===== config.mk =====
export PLATFORM = sky130hd
export DESIGN_NAME = adcp_path
export DESIGN_NICKNAME = d
export VERILOG_FILES = /design/src/adcp_fifo.v /design/src/adcp_path.v
export VERILOG_INCLUDE_DIRS = /design/src /design/src/src
export SDC_FILE = /design/constraint.sdc
export NUM_CORES = 1
export LEC_CHECK = 0
export BUFFER_PORTS_ARGS = -buffer_cell sky130_fd_sc_hd__buf_4
export CORE_MARGIN = 4
export CORE_UTILIZATION = 68
export CTS_BUF_LIST = sky130_fd_sc_hd__clkbuf_8 sky130_fd_sc_hd__clkbuf_16
export CTS_CLUSTER_SIZE = 20
export DETAILED_ROUTE_END_ITERATION = 8
export PLACE_DENSITY = 0.91
export SETUP_SLACK_MARGIN = 0.3
export SLEW_MARGIN = 20
export SYNTH_ARGS = -nofsm -noshare
export SYNTH_HDL_FRONTEND = slang
export SYNTH_SLANG_ARGS = --single-unit

===== constraint.sdc =====
create_clock -name sys_clk_in -period 8.9 [get_ports sys_clk_in]
set_input_delay 0.89 -clock sys_clk_in [delete_from_list [all_inputs] [get_ports sys_clk_in]]
set_output_delay 0.89 -clock sys_clk_in [all_outputs]
set_load 0.02 [all_outputs]

===== src/adcp_defines.vh =====
/*
  Constants for the ADC post-processing path: sample width, clamp codes,
  filter shift, serial output framing and the control-port address, bits and reset value.
  Assumes it is included by the design file and by the bench.
*/
// Functional notes
// - Samples are 24-bit two's complement values.
// - Out-of-range inputs clamp to fixed limit codes.
// - High-pass stage removes DC by default.
// - Corner tracks sample rate; filter runs per sample.
// - Bypass bit skips the high-pass stage.
// - Hold bit freezes and keeps subtracting offset.
// - Mute bit zeroes the stereo output.
// - Configuration arrives over SPI or I2C port.
// - Serial output shifts MSB first, two's complement.
`ifndef ADCP_DEFINES_VH
`define ADCP_DEFINES_VH
`define ADCP_SMP_W        24
`define ADCP_POS_LIMIT    24'h7FFFFF
`define ADCP_NEG_LIMIT    24'h800000
`define ADCP_ACC_W        40
`define ADCP_DC_SHIFT     12
`define ADCP_CTL_W        8
`define ADCP_BIT_BYPASS   0
`define ADCP_BIT_HOLD     1
`define ADCP_BIT_MUTE     2
`define ADCP_I2C_ADDR     7'h48
`define ADCP_CTL_RESET    8'h00
`define ADCP_FRAME_BITS   6'h30
`define ADCP_HALF_BITS    6'h18
`define ADCP_SCLK_DIV     4'h2
`endif


===== src/adcp_fifo.v =====
/*
  Holds no logic: the small valid/ready FIFO sits beside the path logic
  in adcp_path.v, so that one design file carries the whole block.
  Assumes the build reads adcp_path.v as well.
*/


===== src/adcp_path.v =====
/*
  ADC post-processing path: clamp, DC-removing high-pass filter with
  bypass and hold, mute, a 4-word FIFO and an MSB-first serial output.
  Control bits arrive over an SPI or I2C slave port on sampled pins.
  Assumes converter samples arrive as a valid pulse in the clock domain,
  wider than 24 bits so that overrange can be seen, and that control
  pins are asynchronous.
*/
`timescale 1ns/10ps
`default_nettype none
`include "adcp_defines.vh"
module adcp_path #(
  parameter RAW_W = 26,
  parameter DEPTH = 4,
  parameter AW    = 2
) (
  // Clock and reset.
  input  wire             sys_clk_in,
  input  wire             rst_b_in,
  // Converter samples.
  input  wire [RAW_W-1:0] raw_left_in,
  input  wire [RAW_W-1:0] raw_right_in,
  input  wire             raw_valid_in,
  output reg              raw_ready_out,
  // Control port pins.
  input  wire             ctl_i2c_mode_in,
  input  wire             ctl_cs_b_in,
  input  wire             ctl_clk_in,
  input  wire             ctl_data_in,
  output reg              ctl_data_out,
  output reg              ctl_data_oe_b_out,
  // Serial audio output.
  output reg              aud_sclk_out,
  output reg              aud_lrck_out,
  output reg              aud_sdout_out
);
  localparam SW = `ADCP_SMP_W;
  localparam ACW = `ADCP_ACC_W;

  function [SW-1:0] sat24;
    input [RAW_W-1:0] v;
    begin
      if (!v[RAW_W-1] && (v[RAW_W-2:SW-1] != {(RAW_W-SW){1'b0}}))
        sat24 = `ADCP_POS_LIMIT;
      else if (v[RAW_W-1] && (v[RAW_W-2:SW-1] != {(RAW_W-SW){1'b1}}))
        sat24 = `ADCP_NEG_LIMIT;
      else
        sat24 = v[SW-1:0];
    end
  endfunction

  function [SW-1:0] sat_diff;
    input [SW:0] d;
    begin
      if (d[SW] != d[SW-1])
        sat_diff = d[SW] ? `ADCP_NEG_LIMIT : `ADCP_POS_LIMIT;
      else
        sat_diff = d[SW-1:0];
    end
  endfunction

  // ----------------------------------------------------------------
  // Pin synchronisers.
  // ----------------------------------------------------------------
  reg [3:0] s1_r;
  reg [3:0] s2_r;
  reg       clk_d_r;
  reg       dat_d_r;
  always @(posedge sys_clk_in or negedge rst_b_in) begin
    if (!rst_b_in) begin
      s1_r    <= 4'hF;
      s2_r    <= 4'hF;
      clk_d_r <= 1'b1;
      dat_d_r <= 1'b1;
    end else begin
      s1_r    <= {ctl_i2c_mode_in, ctl_cs_b_in, ctl_clk_in, ctl_data_in};
      s2_r    <= s1_r;
      clk_d_r <= s2_r[1];
      dat_d_r <= s2_r[0];
    end
  end
  wire i2c_mode = s2_r[3];
  wire cs_b     = s2_r[2];
  wire c_rise   = s2_r[1] & ~clk_d_r;
  wire c_fall   = ~s2_r[1] & clk_d_r;
  wire i2c_sta  = s2_r[1] & clk_d_r & dat_d_r & ~s2_r[0];
  wire i2c_sto  = s2_r[1] & clk_d_r & ~dat_d_r & s2_r[0];

  // ----------------------------------------------------------------
  // Control port: one byte written sets the control bits.
  // ----------------------------------------------------------------
  // A transfer is address byte then control byte; the address is
  // checked only in I2C mode, SPI relies on the chip select.
  localparam CP_IDLE = 2'h0;
  localparam CP_ADDR = 2'h1;
  localparam CP_DATA = 2'h2;
  localparam CP_ACK  = 2'h3;
  reg [1:0]            cp_st_r;
  reg [3:0]            cp_bits_r;
  reg [7:0]            cp_sh_r;
  reg [`ADCP_CTL_W-1:0] ctl_r;
  wire [7:0]           cp_byte = {cp_sh_r[6:0], dat_d_r};
  always @(posedge sys_clk_in or negedge rst_b_in) begin
    if (!rst_b_in) begin
      cp_st_r           <= CP_IDLE;
      cp_bits_r         <= 4'h0;
      cp_sh_r           <= 8'h00;
      ctl_r             <= `ADCP_CTL_RESET;
      ctl_data_out      <= 1'b0;
      ctl_data_oe_b_out <= 1'b1;
    end else if ((i2c_mode & i2c_sta) | (~i2c_mode & cs_b)) begin
      cp_st_r           <= (i2c_mode | ~cs_b) ? CP_ADDR : CP_IDLE;
      cp_bits_r         <= 4'h0;
      ctl_data_oe_b_out <= 1'b1;
      if (~i2c_mode & cs_b) cp_st_r <= CP_IDLE;
    end else if (i2c_mode & i2c_sto) begin
      cp_st_r           <= CP_IDLE;
      ctl_data_oe_b_out <= 1'b1;
    end else begin
      case (cp_st_r)
        CP_IDLE: begin
          if (~i2c_mode & ~cs_b) cp_st_r <= CP_ADDR;
        end
        CP_ADDR, CP_DATA: begin
          if (c_rise) begin
            cp_sh_r   <= cp_byte;
            cp_bits_r <= cp_bits_r + 4'h1;
            if (cp_bits_r == 4'h7) begin
              cp_bits_r   <= 4'h0;
              if (cp_st_r == CP_DATA) ctl_r <= cp_byte;
              if (!i2c_mode) begin
                cp_st_r <= CP_DATA;
              end else if (cp_st_r == CP_DATA || cp_byte[7:1] == `ADCP_I2C_ADDR) begin
                cp_st_r <= CP_ACK;
              end else begin
                cp_st_r <= CP_IDLE;
              end
            end
          end
        end
        CP_ACK: begin
          if (c_fall & ctl_data_oe_b_out) begin
            ctl_data_out      <= 1'b0;
            ctl_data_oe_b_out <= 1'b0;
          end else if (c_fall) begin
            ctl_data_oe_b_out <= 1'b1;
            cp_st_r           <= CP_DATA;
          end
        end
        default: cp_st_r <= CP_IDLE;
      endcase
    end
  end
  wire bypass = ctl_r[`ADCP_BIT_BYPASS];
  wire hold   = ctl_r[`ADCP_BIT_HOLD];
  wire mute   = ctl_r[`ADCP_BIT_MUTE];

  // ----------------------------------------------------------------
  // Clamp, high-pass filter and mute.
  // ----------------------------------------------------------------
  // The offset estimate is a leaky integrator updated once per sample,
  // so its corner is a fixed fraction of the sample rate.
  reg  [ACW-1:0] dc_l_r;
  reg  [ACW-1:0] dc_r_r;
  reg  [2*SW-1:0] out_r;
  reg             out_vld_r;
  wire            f_ready;
  wire [SW-1:0]   cl = sat24(raw_left_in);
  wire [SW-1:0]   cr = sat24(raw_right_in);
  wire [SW-1:0]   el = dc_l_r[ACW-1 -: SW];
  wire [SW-1:0]   er = dc_r_r[ACW-1 -: SW];
  wire [SW:0]     dl = {cl[SW-1], cl} - {el[SW-1], el};
  wire [SW:0]     dr = {cr[SW-1], cr} - {er[SW-1], er};
  wire [SW-1:0]   hl = sat_diff(dl);
  wire [SW-1:0]   hr = sat_diff(dr);
  wire [ACW-1:0]  stl = {{(ACW-SW-1){dl[SW]}}, dl} <<< (ACW-SW-`ADCP_DC_SHIFT);
  wire [ACW-1:0]  str = {{(ACW-SW-1){dr[SW]}}, dr} <<< (ACW-SW-`ADCP_DC_SHIFT);
  wire            take = raw_valid_in & raw_ready_out;
  // Ready looks one word ahead, so a loaded output register is never overwritten.
  wire            out_vld_nxt = take | (out_vld_r & ~f_ready);
  always @(posedge sys_clk_in or negedge rst_b_in) begin
    if (!rst_b_in) begin
      dc_l_r        <= {ACW{1'b0}};
      dc_r_r        <= {ACW{1'b0}};
      out_r         <= {(2*SW){1'b0}};
      out_vld_r     <= 1'b0;
      raw_ready_out <= 1'b0;
    end else begin
      raw_ready_out <= ~out_vld_nxt;
      if (out_vld_r & f_ready) out_vld_r <= 1'b0;
      if (take) begin
        if (!hold) begin
          dc_l_r <= dc_l_r + stl;
          dc_r_r <= dc_r_r + str;
        end
        out_vld_r <= 1'b1;
        if (mute)
          out_r <= {(2*SW){1'b0}};
        else if (bypass)
          out_r <= {cl, cr};
        else
          out_r <= {hl, hr};
      end
    end
  end

  // ----------------------------------------------------------------
  // FIFO and serial output.
  // ----------------------------------------------------------------
  wire [2*SW-1:0] f_data;
  wire            f_valid;
  reg             f_pop_r;
  adcp_fifo #(.WIDTH(2*SW), .DEPTH(DEPTH), .AW(AW)) u_fifo (
    .clk_in       (sys_clk_in),
    .rst_b_in     (rst_b_in),
    .wr_data_in   (out_r),
    .wr_valid_in  (out_vld_r),
    .wr_ready_out (f_ready),
    .rd_data_out  (f_data),
    .rd_valid_out (f_valid),
    .rd_ready_in  (f_pop_r)
  );

  // Frames are only sent when a sample is waiting; the link idles
  // rather than repeating stale data.
  reg [3:0]      div_r;
  reg [5:0]      bit_r;
  reg [2*SW-1:0] sh_r;
  reg            busy_r;
  wire           tick = (div_r == `ADCP_SCLK_DIV - 4'h1);
  always @(posedge sys_clk_in or negedge rst_b_in) begin
    if (!rst_b_in) begin
      div_r         <= 4'h0;
      bit_r         <= 6'h00;
      sh_r          <= {(2*SW){1'b0}};
      busy_r        <= 1'b0;
      f_pop_r       <= 1'b0;
      aud_sclk_out  <= 1'b0;
      aud_lrck_out  <= 1'b0;
      aud_sdout_out <= 1'b0;
    end else begin
      f_pop_r <= 1'b0;
      div_r   <= tick ? 4'h0 : div_r + 4'h1;
      if (!busy_r) begin
        aud_sclk_out <= 1'b0;
        if (f_valid & ~f_pop_r & tick) begin
          sh_r    <= f_data;
          f_pop_r <= 1'b1;
          busy_r  <= 1'b1;
          bit_r   <= 6'h00;
        end
      end else if (tick) begin
        aud_sclk_out <= ~aud_sclk_out;
        if (!aud_sclk_out) begin
          aud_sdout_out <= sh_r[2*SW-1];
          aud_lrck_out  <= (bit_r >= `ADCP_HALF_BITS);
          sh_r          <= {sh_r[2*SW-2:0], 1'b0};
        end else begin
          bit_r <= bit_r + 6'h01;
          if (bit_r == `ADCP_FRAME_BITS - 6'h01) busy_r <= 1'b0;
        end
      end
    end
  end
endmodule // adcp_path

// ----------------------------------------------------------------
// Small FIFO with valid/ready on both sides.
// ----------------------------------------------------------------
module adcp_fifo #(
  parameter WIDTH = 48,
  parameter DEPTH = 4,
  parameter AW    = 2
) (
  // Clock and reset.
  input  wire             clk_in,
  input  wire             rst_b_in,
  // Fill side.
  input  wire [WIDTH-1:0] wr_data_in,
  input  wire             wr_valid_in,
  output wire             wr_ready_out,
  // Drain side.
  output wire [WIDTH-1:0] rd_data_out,
  output wire             rd_valid_out,
  input  wire             rd_ready_in
);
  reg [WIDTH-1:0] mem_r [0:DEPTH-1];
  reg [AW-1:0]    wp_r;
  reg [AW-1:0]    rp_r;
  reg [AW:0]      cnt_r;
  wire            do_wr;
  wire            do_rd;
  assign wr_ready_out = (cnt_r != DEPTH[AW:0]);
  assign rd_valid_out = (cnt_r != {(AW+1){1'b0}});
  assign rd_data_out  = mem_r[rp_r];
  assign do_wr        = wr_valid_in & wr_ready_out;
  assign do_rd        = rd_valid_out & rd_ready_in;
  always @(posedge clk_in) begin
    if (do_wr) begin
      mem_r[wp_r] <= wr_data_in;
    end
  end
  always @(posedge clk_in or negedge rst_b_in) begin
    if (!rst_b_in) begin
      wp_r  <= {AW{1'b0}};
      rp_r  <= {AW{1'b0}};
      cnt_r <= {(AW+1){1'b0}};
    end else begin
      if (do_wr) begin
        wp_r <= wp_r + {{(AW-1){1'b0}}, 1'b1};
      end
      if (do_rd) begin
        rp_r <= rp_r + {{(AW-1){1'b0}}, 1'b1};
      end
      if (do_wr & ~do_rd) begin
        cnt_r <= cnt_r + {{AW{1'b0}}, 1'b1};
      end else if (do_rd & ~do_wr) begin
        cnt_r <= cnt_r - {{AW{1'b0}}, 1'b1};
      end
    end
  end
endmodule // adcp_fifo
`default_nettype wire


; After elaboration in Yosys (flattened, before gate mapping)
; Memories as Yosys holds them, arrays and structs flattened.
; Cells that the tools add are included.
[totals]
regBits = 227
mem_bits_rw = 192
input_bits = 59
output_inout_bits = 6
word_cells = 180
memories = 1
[op_classes]
add_sub_neg = 11
order_cmp = 1
n_eq_ne = 21
n_mux = 55
bitwise_logic = 38
n_reduce_logical = 28
[memory_table]
columns = memory, words, width, rd, rd_ports_with_merged_regs, wr, line_no
row1 = u_fifo.mem_r, 4, 48, 1, 0, 1, adcp_path.v:287  ; reg [WIDTH-1:0] mem_r [0:DEPTH-1];
[op_table]
columns = operator, count
row1 = two-way mux 48 bit, 6
row2 = two-way mux 24 bit, 8
row3 = adder 40 bit, 2
row4 = subtractor 24 x 24 -> 25 bit, 2
row5 = two-way mux 4 bit, 6
row6 = two-way mux 6 bit, 4
row7 = AND 1 bit, 20
row8 = != test 4 bit (second input constant), 5
row9 = two-way mux 1 bit, 19
row10 = two-way mux 2 bit, 9
row11 = inverter 1 bit, 15
row12 = nonzero test 2 bit, 7
row13 = AND reduction 3 bit, 4
row14 = != test 2 bit (second input constant), 5
row15 = adder 4 x 1 -> 4 bit (second input constant), 2
row16 = equality test 7 bit (second input constant), 1
row17 = adder 6 x 1 -> 6 bit (second input constant), 1
row18 = equality test 6 bit (second input constant), 1
row19 = >= comparator 6 x 5 -> 1 bit (second input constant), 1
row20 = two-way mux 3 bit, 2
row21 = case mux 2 bit (3 select lines), 1
row22 = AND reduction 6 bit, 1
row23 = nonzero test 3 bit, 2
row24 = AND reduction 5 bit, 1
row25 = 19 further kinds, 29

; Depth between registers and ports, before layout
; Gate-level depths: netlist (run 1).
[depth]
depth_word = 9
ltp_mapped = 26
mapped_depth_nobuf = 24

; By module
; Synthesis (run 1) repeated with hierarchy kept, for this count alone.
[unflattened]
hier_cells = 2067
area_unflattened_um2 = 22856.9
[modules_own_cells]
columns = mod, instances, cells_each, area_per_inst_um2, seq_area_each_um2
row1 = adcp_path, 1, 1781, 15464.8, 5318.9
row2 = adcp_fifo, 1, 286, 7392.1, 5940.7

; Worst setup path before layout (run 1)
; Ideal clock, no wire load.
[synth_path]
path_kind = input to register
startpoint = input port raw_right_in[24]
endpoint = register dc_r_r[32]
setup_time_ps = 120
arrival_time_ps = 5464
t_required_ps = 8780
setup_slack_ps = 3316
cell_stages = 23
n_path_buf = 1
cell_sequence = nor2_1 nor2_1 clkbuf_1 o21ai_0 ha_1 inv_1 fa_1 a211oi_1 o21a_1 nor3_1 o31a_1 a2111oi_0 or3_1 xnor2_1 ha_1 nor2b_1 o211a_1 a211oi_1 o21ai_0 a221oi_1 o21bai_1 or2_0 a31o_2
[synth_via]
elab_chain_len = 6
word_cells_on_any_way = 8
classes_between = add/sub (2) / eq/ne (1) / mux (2) / reduce/logical (3)
[synth_rtl]
columns = item, line_no
row1 = from (decl), adcp_path.v:22  ; input wire [RAW_W-1:0] raw_right_in,
row2 = != test 2 bit, adcp_path.v:45  ; else if (v[RAW_W-1] && (v[RAW_W-2:SW-1] != {(RAW_W-SW){1'b1}}))
row3 = logical AND 1 bit, adcp_path.v:45
row4 = two-way mux 24 bit, adcp_path.v:45
row5 = two-way mux 24 bit *, adcp_path.v:43  ; if (!v[RAW_W-1] && (v[RAW_W-2:SW-1] != {(RAW_W-SW){1'b0}}))
row6 = subtractor 24 x 24 -> 25 bit *, adcp_path.v:173  ; wire [SW:0] dr = {cr[SW-1], cr} - {er[SW-1], er};
row7 = adder 40 bit *, adcp_path.v:194  ; dc_r_r <= dc_r_r + str;
row8 = to (signal assigned), adcp_path.v:184  ; dc_r_r <= {ACW{1'b0}};
row9 = to (signal assigned), adcp_path.v:194
row10 = to (decl), adcp_path.v:164  ; reg [ACW-1:0] dc_r_r;
; Mark *: on every way between the ends. The rest lies on a longest branch, timed or not.
; A chain may end at the register's enable or synchronous reset.

; Worst setup path after layout (run 1)
[layout_path]
startpoint = input port raw_left_in[23]
endpoint = register dc_l_r[39]
[layout_via]
elab_chain_len = 6
word_cells_on_any_way = 8
classes_between = add/sub (2) / eq/ne (1) / mux (2) / reduce/logical (3)
[layout_rtl]
columns = item, line_no
row1 = from (decl), adcp_path.v:21  ; input wire [RAW_W-1:0] raw_left_in,
row2 = != test 2 bit, adcp_path.v:45
row3 = logical AND 1 bit, adcp_path.v:45
row4 = two-way mux 24 bit, adcp_path.v:45
row5 = two-way mux 24 bit *, adcp_path.v:43
row6 = subtractor 24 x 24 -> 25 bit *, adcp_path.v:172  ; wire [SW:0] dl = {cl[SW-1], cl} - {el[SW-1], el};
row7 = adder 40 bit *, adcp_path.v:193  ; dc_l_r <= dc_l_r + stl;
row8 = to (signal assigned), adcp_path.v:183  ; dc_l_r <= {ACW{1'b0}};
row9 = to (signal assigned), adcp_path.v:193
row10 = to (decl), adcp_path.v:163  ; reg [ACW-1:0] dc_l_r;
; Marks and branches as above.

==> results of run 1 <==
cell type report:
cell class / instances / share of cell area [%]
Sequential cell: 411 / 44.32
Multi-Input combinational cell: 1573 / 44.06
Clock buffer: 47 / 4.494
Tap cell: 448 / 2.205
Timing Repair Buffer: 81 / 2.501
Inverter: 88 / 1.300
Clock inverter: 31 / 1.113
per-stage QoR:
step | hold WS, ns | cells | utilization [%] | worst slack [ns] | area [um2]
finish | 0.3567 | 2679 | 75.61 | 2.821 | 25420
global route | 0.3594 | 2679 | 75.61 | 2.481 | 25420
CTS | 0.3581 | 2678 | 75.53 | 2.894 | 25390
detailed placement | 0.3502 | 2600 | 71.29 | 2.343 | 23960
global placement | 0.3459 | 2600 | 71.29 | 2.612 | 23960
floorplan | 0.3452 | 2177 | - | 3.316 | 23230
metal layers:
layer / vias up / routed length [um] / track usage (%)
met5: - / 27 / 0
met4: 4 / 2520 / 11.90
met2: 987 / 29860 / 55.70
li1: 8017 / - / -
met3: 223 / 5200 / 5.861
met1: 8752 / 24650 / 45.36
registers in the layout (all words and copies together) (netlist names), 4 cells and up:
signal,cells
out_r,48
dc_l_r,36
s2_r,4
div_r,4
s1_r,4
cp_bits_r,4
sh_r,48
u_fifo.mem_r,192
cp_sh_r,7
dc_r_r,36
bit_r,6
synthesized netlist by cell type (13+ instances only):
cell / number / area, um2
nand2b_1: 19 / 118.9
dfrtp_1: 208 / 5205
o21a_1: 57 / 427.9
edfxtp_1: 192 / 5766
mux2i_1: 51 / 510.5
nor2_1: 192 / 720.7
ha_1: 132 / 1652
nand2_1: 203 / 762.0
xor2_1: 43 / 376.6
mux4_2: 48 / 1081
a21boi_0: 14 / 105.1
o21ai_0: 179 / 895.9
nand4_1: 20 / 125.1
o21bai_1: 16 / 120.1
clkbuf_1: 75 / 281.5
o31ai_1: 20 / 150.1
nor3_1: 17 / 85.08
inv_1: 88 / 330.3
a22o_1: 25 / 219.0
a21o_1: 56 / 420.4
nand3_1: 30 / 150.1
xnor2_1: 66 / 578.1
a211oi_1: 23 / 172.7
and3_1: 14 / 87.58
a21oi_1: 164 / 820.8
nor2b_1: 13 / 81.33
buf_2: 15 / 75.07
logic make-up after synthesis:
| logic type | after synthesis | share of synthesized area (%) |
|---|---|---|
| AO/OA/AOI/OAI | 652 | 18.08 |
| AND/OR/NAND/NOR | 560 | 10.83 |
| flip-flops | 411 | 48.47 |
| buffers and inverters | 193 | 3.367 |
| adder cells (fa/ha/maj) | 139 | 7.627 |
| multiplexers | 111 | 7.433 |
| XOR/XNOR | 110 | 4.180 |
| other | 1 | 0.01614 |
how the worst max path moves through the flow:
stage	start	endpoint	slack [ns]
global placement	raw_left_in[23]	dc_l_r[31]	2.61
floorplan	raw_right_in[24]	dc_r_r[32]	3.32
CTS	raw_left_in[23]	dc_l_r[39]	2.89
finish	raw_left_in[23]	dc_l_r[39]	2.82
global route	raw_left_in[23]	dc_l_r[39]	2.48
detailed placement	raw_left_in[23]	dc_l_r[39]	2.34
critical path, cell delays in order:
cell      delay [ns]
buf_4           0.11
nand2_1         0.06
nand2_1         0.50
o21ai_0         0.34
ha_1            0.22
inv_1           0.06
fa_1            0.44
a211oi_1        0.24
o21ai_0         0.26
o211ai_2        0.33
nand4_2         0.16
a31oi_4         0.24
a21oi_2         0.08
buf_4           0.23
inv_1           0.35
ha_1            0.40
and4_1          0.22
a221o_1         0.32
a31oi_1         0.29
a31oi_1         0.17
o21ai_0         0.21
a21oi_1         0.11
mux2i_1         0.19
xnor2_1         0.13
==> qor.csv, run 1 <==
stage,metric,value,unit
final_layout,fillers,2082,
flow_run,maxCapViolCount,0,
grt,grt_use_total,33.67,%
worst_setup_path,r2r-start,dc_r_r[16],
yosys,netlist_area,23230,um2
sta,setup-tns-final,0,ns
floorplanning,io_pins,65,
min_path,min_to,s2_r[3],
sta,rsz0062_at_grt,no,
yosys,async_flop_share,53.28,%
floorplanning,fp.coreArea,33620,um2
worst_setup_path,cp_data_required_time,9.39,ns
clock_network,path_clk_slew,0.06,ns
final_layout,drive_above_1_share,11.56,%
detailed_routing,drtPass1Iterations,6,
yosys,synth_nets,2373,
worst_setup_path,r2r_end,dc_r_r[33],
yosys,synth_cells,2177,
clock_network,htree_levels,2,
grt,grt_max_degree,117,
floorplanning,chipWidth,192.8,um
detailed_routing,postRouteAntennaNets,0,
yosys,syn-mean-instance-area,10.67,um2
clock_network,cts_root_buf,clkbuf_16,
final_layout,seqCellArea,11270,um2
floorplanning,die_h,192.8,um
clock_network,cts.sinks,411,
yosys,synth_seq_cells,411,
floorplanning,num_rows,67,
placed_design,routabilityCongestion,0.9568,
worst_setup_path,ff2ff_path_depth,17,
yosys,synth_edf_count,192,
worst_setup_path,critPathCaptureType,flip-flop,
worst_setup_path,start_kind,primary input,
detailed_routing,wl,62260,um
clock_network,clock_latency,0.57,ns
yosys,yosys_warnings,0,
detailed_routing,drc,0,
sta,slew_violations,0,
worst_setup_path,arrival,6.57,ns
yosys,seq_area_frac_synth,48.47,%
sta,fin_crit,6.079,ns
final_layout,synthToLayoutAreaGrowth,9.421,%
worst_setup_path,crit_fanout,23,
clock_network,numCtsBuffers,42,
sta,fmax,164.5,MHz
placed_design,port_buffers,63,
min_path,holdPathStages,0,
placed_design,dp_hpwl,41640,um
clock_network,clockBufferDepth,3,
sta,tightestPinTransition,1.044,ns
final_layout,final_cell_mix,"dfrtp_1 (205), nand2_1 (202), nor2_1 (192), edfxtp_1 (192), o21ai_0 (179)",
detailed_routing,first_iter_violations,2221,
floorplanning,start_util,69.10,%
clock_network,postCtsSetupBuffers,0,
sta,skew,0.03238,ns
sta,max_slew_margin,29.96,%
detailed_routing,wl_per_cell,23.24,um
final_layout,multi_input_area,11200,um2
worst_setup_path,r2r_setup_slack,3.80,ns
grt,grt_pass1_wl,97990,um
grt,grt_pass1_vias,17860,
status,status,"complete, no violations",
detailed_routing,via_per_inst,6.713,
yosys,synth_cell_types,91,
grt,antenna_found_initial,2,
worst_setup_path,crit_type,in2reg,
min_path,min-delay-start,s1_r[3],
final_layout,insertedDiodeCount,0,
final_layout,nets,2393,
sta,setup_viol,0,
detailed_routing,vias,17980,
grt,grt_overflow,0,
sta,hold_viol,0,
clock_network,cts_tree,yes,
sta,min_period_over_period,68.30,%
clock_network,cts_resized,0,
yosys,synth_ff_type,dfrtp_1,
min_path,hp-class,reg2reg,
clock_network,hold_buffers,0,
floorplanning,dieArea,37180,um2
final_layout,mostFrequentLayoutCell,dfrtp_1,
Power of run 1 is left out: the tool's default activity adds up to more than one toggle a clock period on the data nets, which glitch-free logic cannot reach.
==> run 2: changes to the inputs <==
--- a/config.mk
+++ b/config.mk
@@ -6,13 +6,14 @@
 export SDC_FILE = /design/constraint.sdc
 export NUM_CORES = 1
 export LEC_CHECK = 0
+export ABC_AREA = 1
 export BUFFER_PORTS_ARGS = -buffer_cell sky130_fd_sc_hd__buf_4
 export CORE_MARGIN = 4
-export CORE_UTILIZATION = 68
+export CORE_UTILIZATION = 64
 export CTS_BUF_LIST = sky130_fd_sc_hd__clkbuf_8 sky130_fd_sc_hd__clkbuf_16
 export CTS_CLUSTER_SIZE = 20
 export DETAILED_ROUTE_END_ITERATION = 8
-export PLACE_DENSITY = 0.91
+export PLACE_DENSITY = 0.86
 export SETUP_SLACK_MARGIN = 0.3
 export SLEW_MARGIN = 20
 export SYNTH_ARGS = -nofsm -noshare
==> constraint.sdc (replaced) <==
create_clock -name sys_clk_in -period 5.8 [get_ports sys_clk_in]
set_input_delay 0.58 -clock sys_clk_in [delete_from_list [all_inputs] [get_ports sys_clk_in]]
set_output_delay 0.58 -clock sys_clk_in [all_outputs]
set_load 0.02 [all_outputs]
==> run 2 against run 1 <==
Against the previous run:
- worst hold slack got worse by 0.35 ns
- utilization fell by 4.0 points
- global-route usage up 0.68 points
- clock-buffer cell count is the same
- sequential share of layout area decreased by 3.9 points
- final cell count rose by 46%
- worst setup slack worse by 1.7 ns
- clock skew down 0.0041 ns
==> qor.csv, run 2 <==
stage,metric,value,unit,change
detailed_routing,postRouteAntennaNets,0,,unchanged
floorplanning,die_h,207.3,um,was 192.8 um
detailed_routing,via_per_inst,6.011,,was 6.713
floorplanning,start_util,65.31,%,was 69.10%
clock_network,cts.sinks,411,,unchanged
clock_network,numCtsBuffers,43,,was 42
clock_network,cts_root_buf,clkbuf_16,,unchanged
detailed_routing,vias,23520,,"was 17,980"
detailed_routing,drtPass1Iterations,6,,unchanged
worst_setup_path,arrival,5.06,ns,was 6.57 ns
final_layout,nets,3556,,"was 2,393"
worst_setup_path,crit_type,in2reg,,unchanged
worst_setup_path,start_kind,primary input,,unchanged
detailed_routing,drc,0,,unchanged
grt,grt_max_degree,120,,was 117
yosys,yosysMostFrequentCell,nand2_1,,was dfrtp_1
final_layout,synthToLayoutAreaGrowth,9.585,%,was 9.421%
grt,grt_use_total,34.35,%,was 33.67%
final_layout,final_util,71.57,%,was 75.61%
placed_design,port_buffers,63,,unchanged
yosys,synth_cell_types,47,,was 91
yosys,synth_edf_count,192,,unchanged
sta,setup-tns-final,0,ns,unchanged
status,status,"complete, no violations",,unchanged
placed_design,dp_hpwl,52360,um,"was 41,640 um"
floorplanning,io_pins,65,,unchanged
clock_network,cts_tree,yes,,unchanged
yosys,ys_top_cells_by_area,"edfxtp_1 (23%), dfrtp_1 (20%), nand2_1 (15%), ha_1 (6.5%), inv_1 (6.1%)",,"was edfxtp_1 (25%), dfrtp_1 (22%), ha_1 (7.1%), mux4_2 (4.7%), o21ai_0 (3.9%)"
final_layout,multi_input_area,12170,um2,"was 11,200 um2"
flow_run,maxCapViolCount,0,,unchanged
detailed_routing,wl_per_cell,19.35,um,was 23.24 um
clock_network,clockBufferDepth,3,,unchanged
floorplanning,num_rows,72,,was 67
final_layout,largest_reg_flops,192,,unchanged
yosys,synth_ff_type,dfrtp_1,,unchanged
yosys,synth_nets,3532,,"was 2,373"
sta,rsz0062_at_grt,no,,unchanged
grt,grt_pass1_vias,22540,,"was 17,860"
sta,skew,0.02832,ns,was 0.03238 ns
yosys,netlist_area,25420,um2,"was 23,230 um2"
final_layout,top_regs,"u_fifo.mem_r: 192 flops, out_r: 48 flops, sh_r: 48 flops",,unchanged
grt,antenna_found_initial,0,,was 2
final_layout,seqCellArea,11260,um2,"was 11,270 um2"
grt,grt_overflow,0,,unchanged
clock_network,postCtsSetupBuffers,0,,unchanged
clock_network,hold_buffers,0,,unchanged
yosys,seq_area_frac_synth,44.30,%,was 48.47%
clock_network,clock_latency,0.59,ns,was 0.57 ns
final_layout,drive_above_1_share,6.568,%,was 11.56%
yosys,synth_mux_area_share,0.04431,%,was 7.433%
final_layout,final_cell_mix,"nand2_1 (988), inv_1 (421), o21ai_0 (306)",,"was dfrtp_1 (205), nand2_1 (202), nor2_1 (192), edfxtp_1 (192), o21ai_0 (179)"
yosys,synth_compound_area_share,13.05,%,was 18.08%
worst_setup_path,crit_fanout,23,,unchanged
yosys,yosys_warnings,0,,unchanged
final_layout,top_register,u_fifo.mem_r,,unchanged
sta,setup_viol,0,,unchanged
clock_network,cts_resized,0,,unchanged
yosys,synth_seq_cells,411,,unchanged
sta,fmax,215.9,MHz,
detailed_routing,first_iter_violations,2853,,"was 2,221"
yosys,synth_largest_area_cell,edfxtp_1,,unchanged
sta,min_period_over_period,79.86,%,
sta,holdWs,0.008087,ns,was 0.3567 ns
yosys,synth_fa_ha_area_share,6.892,%,was 7.627%
floorplanning,chipWidth,207.3,um,was 192.8 um
sta,fin_crit,4.632,ns,
clock_network,htree_levels,2,,unchanged
sta,slew_violations,0,,unchanged
min_path,hp-class,in2async,,was reg2reg
grt,grt_pass1_wl,120300,um,"was 97,990 um"
floorplanning,fp.coreArea,38920,um2,"was 33,620 um2"
sta,hold_viol,0,,unchanged
yosys,syn-mean-instance-area,7.619,um2,was 10.67 um2
worst_setup_path,critPathCaptureType,flip-flop,,unchanged
yosys,synth-simple-area-share,25.51,%,was 10.83%
yosys,synth_top_family_by_area,simple AND/OR/NAND/NOR gates,,was compound AO/OA/AOI/OAI gates
yosys,synth_cells,3336,,"was 2,177"
yosys,synth.top_cell.area_share,22.68,%,was 24.82%
final_layout,fillers,3018,,"was 2,082"
final_layout,mostFrequentLayoutCell,nand2_1,,was dfrtp_1
yosys,synth_common_cells,"nand2_1 (989), inv_1 (414), o21ai_0 (306)",,"was dfrtp_1 (208), nand2_1 (203), edfxtp_1 (192), nor2_1 (192), o21ai_0 (179)"
final_layout,insertedDiodeCount,0,,unchanged
yosys,synth_xor_area_share,2.137,%,was 4.180%
worst_setup_path,cp_data_required_time,6.23,ns,was 9.39 ns
sta,max_slew_margin,30.78,%,was 29.96%
clock_network,path_clk_slew,0.06,ns,about the same
placed_design,routabilityCongestion,1.017,,was 0.9568
detailed_routing,wl,75720,um,"was 62,260 um"
worst_setup_path,ff2ff_path_depth,19,,was 17
sta,tightestPinTransition,1.038,ns,was 1.044 ns
yosys,async_flop_share,53.28,%,unchanged
floorplanning,dieArea,42970,um2,"was 37,180 um2"
run 2: changes by cell type after synthesis, moves of 24 or more:
cell     before  now
inv_1        88  414
nand2_1     203  989
mux4_2       48    0
nand3_1      30  185
xnor2_1      66   23
o22ai_1       7   47
mux2i_1      51    0
nor2_1      192  290
a22o_1       25    1
a21o_1       56    4
o21ai_0     179  306
o21a_1       57    6
run 2: final timing paths:
| check | start | to | slack [ns] |
|---|---|---|---|
| setup reg to reg | dc_r_r[16] | dc_r_r[25] | 1.83 |
| setup / recovery | raw_right_in[25] | dc_r_r[25] | 1.17 |
| max in group asynchronous | rst_b_in | dc_l_r[28] | 4.62 |
| hold reg to reg | s1_r[3] | s2_r[3] | 0.36 |
| min in group sys_clk_in | ctl_i2c_mode_in | s1_r[3] | 0.10 |
| hold / removal | rst_b_in | sh_r[14] | 0.008 |
run 2: kinds of logic after synthesis:
group                    Yosys count
AND/OR/NAND/NOR                 1584
AO/OA/AOI/OAI                    613
buffers and inverters            527
flip-flops                       411
adder cells (fa/ha/maj)          137
XOR/XNOR                          62
other                              1
multiplexers                       1
run 2: worst max-delay path, stage by stage:
cell and delay (ns):
buf_4 0.13, inv_1 0.15, a21oi_1 0.06, inv_1 0.50, o21ai_0 0.27, ha_1 0.24, inv_1 0.11, fa_1 0.26
nand3_1 0.10, nand2_1 0.14, nand2_1 0.07, nand2_1 0.16, a21oi_1 0.11, xnor2_1 0.33, ha_1 0.27, nand2_1 0.10
nor2_1 0.27, nand2_1 0.08, o21ai_0 0.58, a21oi_1 0.23, inv_1 0.10, nand2_1 0.05, nand3_1 0.06, o21ai_0 0.09
run 2: layout make-up:
type,instances,area share [%]
Clock inverter,33,1.352
Multi-Input combinational cell,2398,43.70
Inverter,421,5.674
Tap cell,518,2.327
Sequential cell,411,40.44
Timing Repair Buffer,85,2.363
Clock buffer,47,4.142
run 2: stage by stage:
step / std cells / setup slack, ns / area, um2
after floorplan: 3336 / 1.511 / 25420
after detailed placement: 3833 / 0.7043 / 26320
after CTS: 3913 / 1.323 / 27850
after global routing: 3913 / 0.8055 / 27850
after global placement: 3833 / 0.7391 / 26320
final: 3913 / 1.168 / 27850
run 2: routing by layer:
metal	global-route usage [%]	vias to the layer above	routed length, um
li1	-	10980	-
met5	0	-	0
met2	55.55	1231	34940
met4	12.49	0	2748
met1	47.85	11100	31300
met3	4.942	204	6731
Power of run 2 is left out for the same reason.
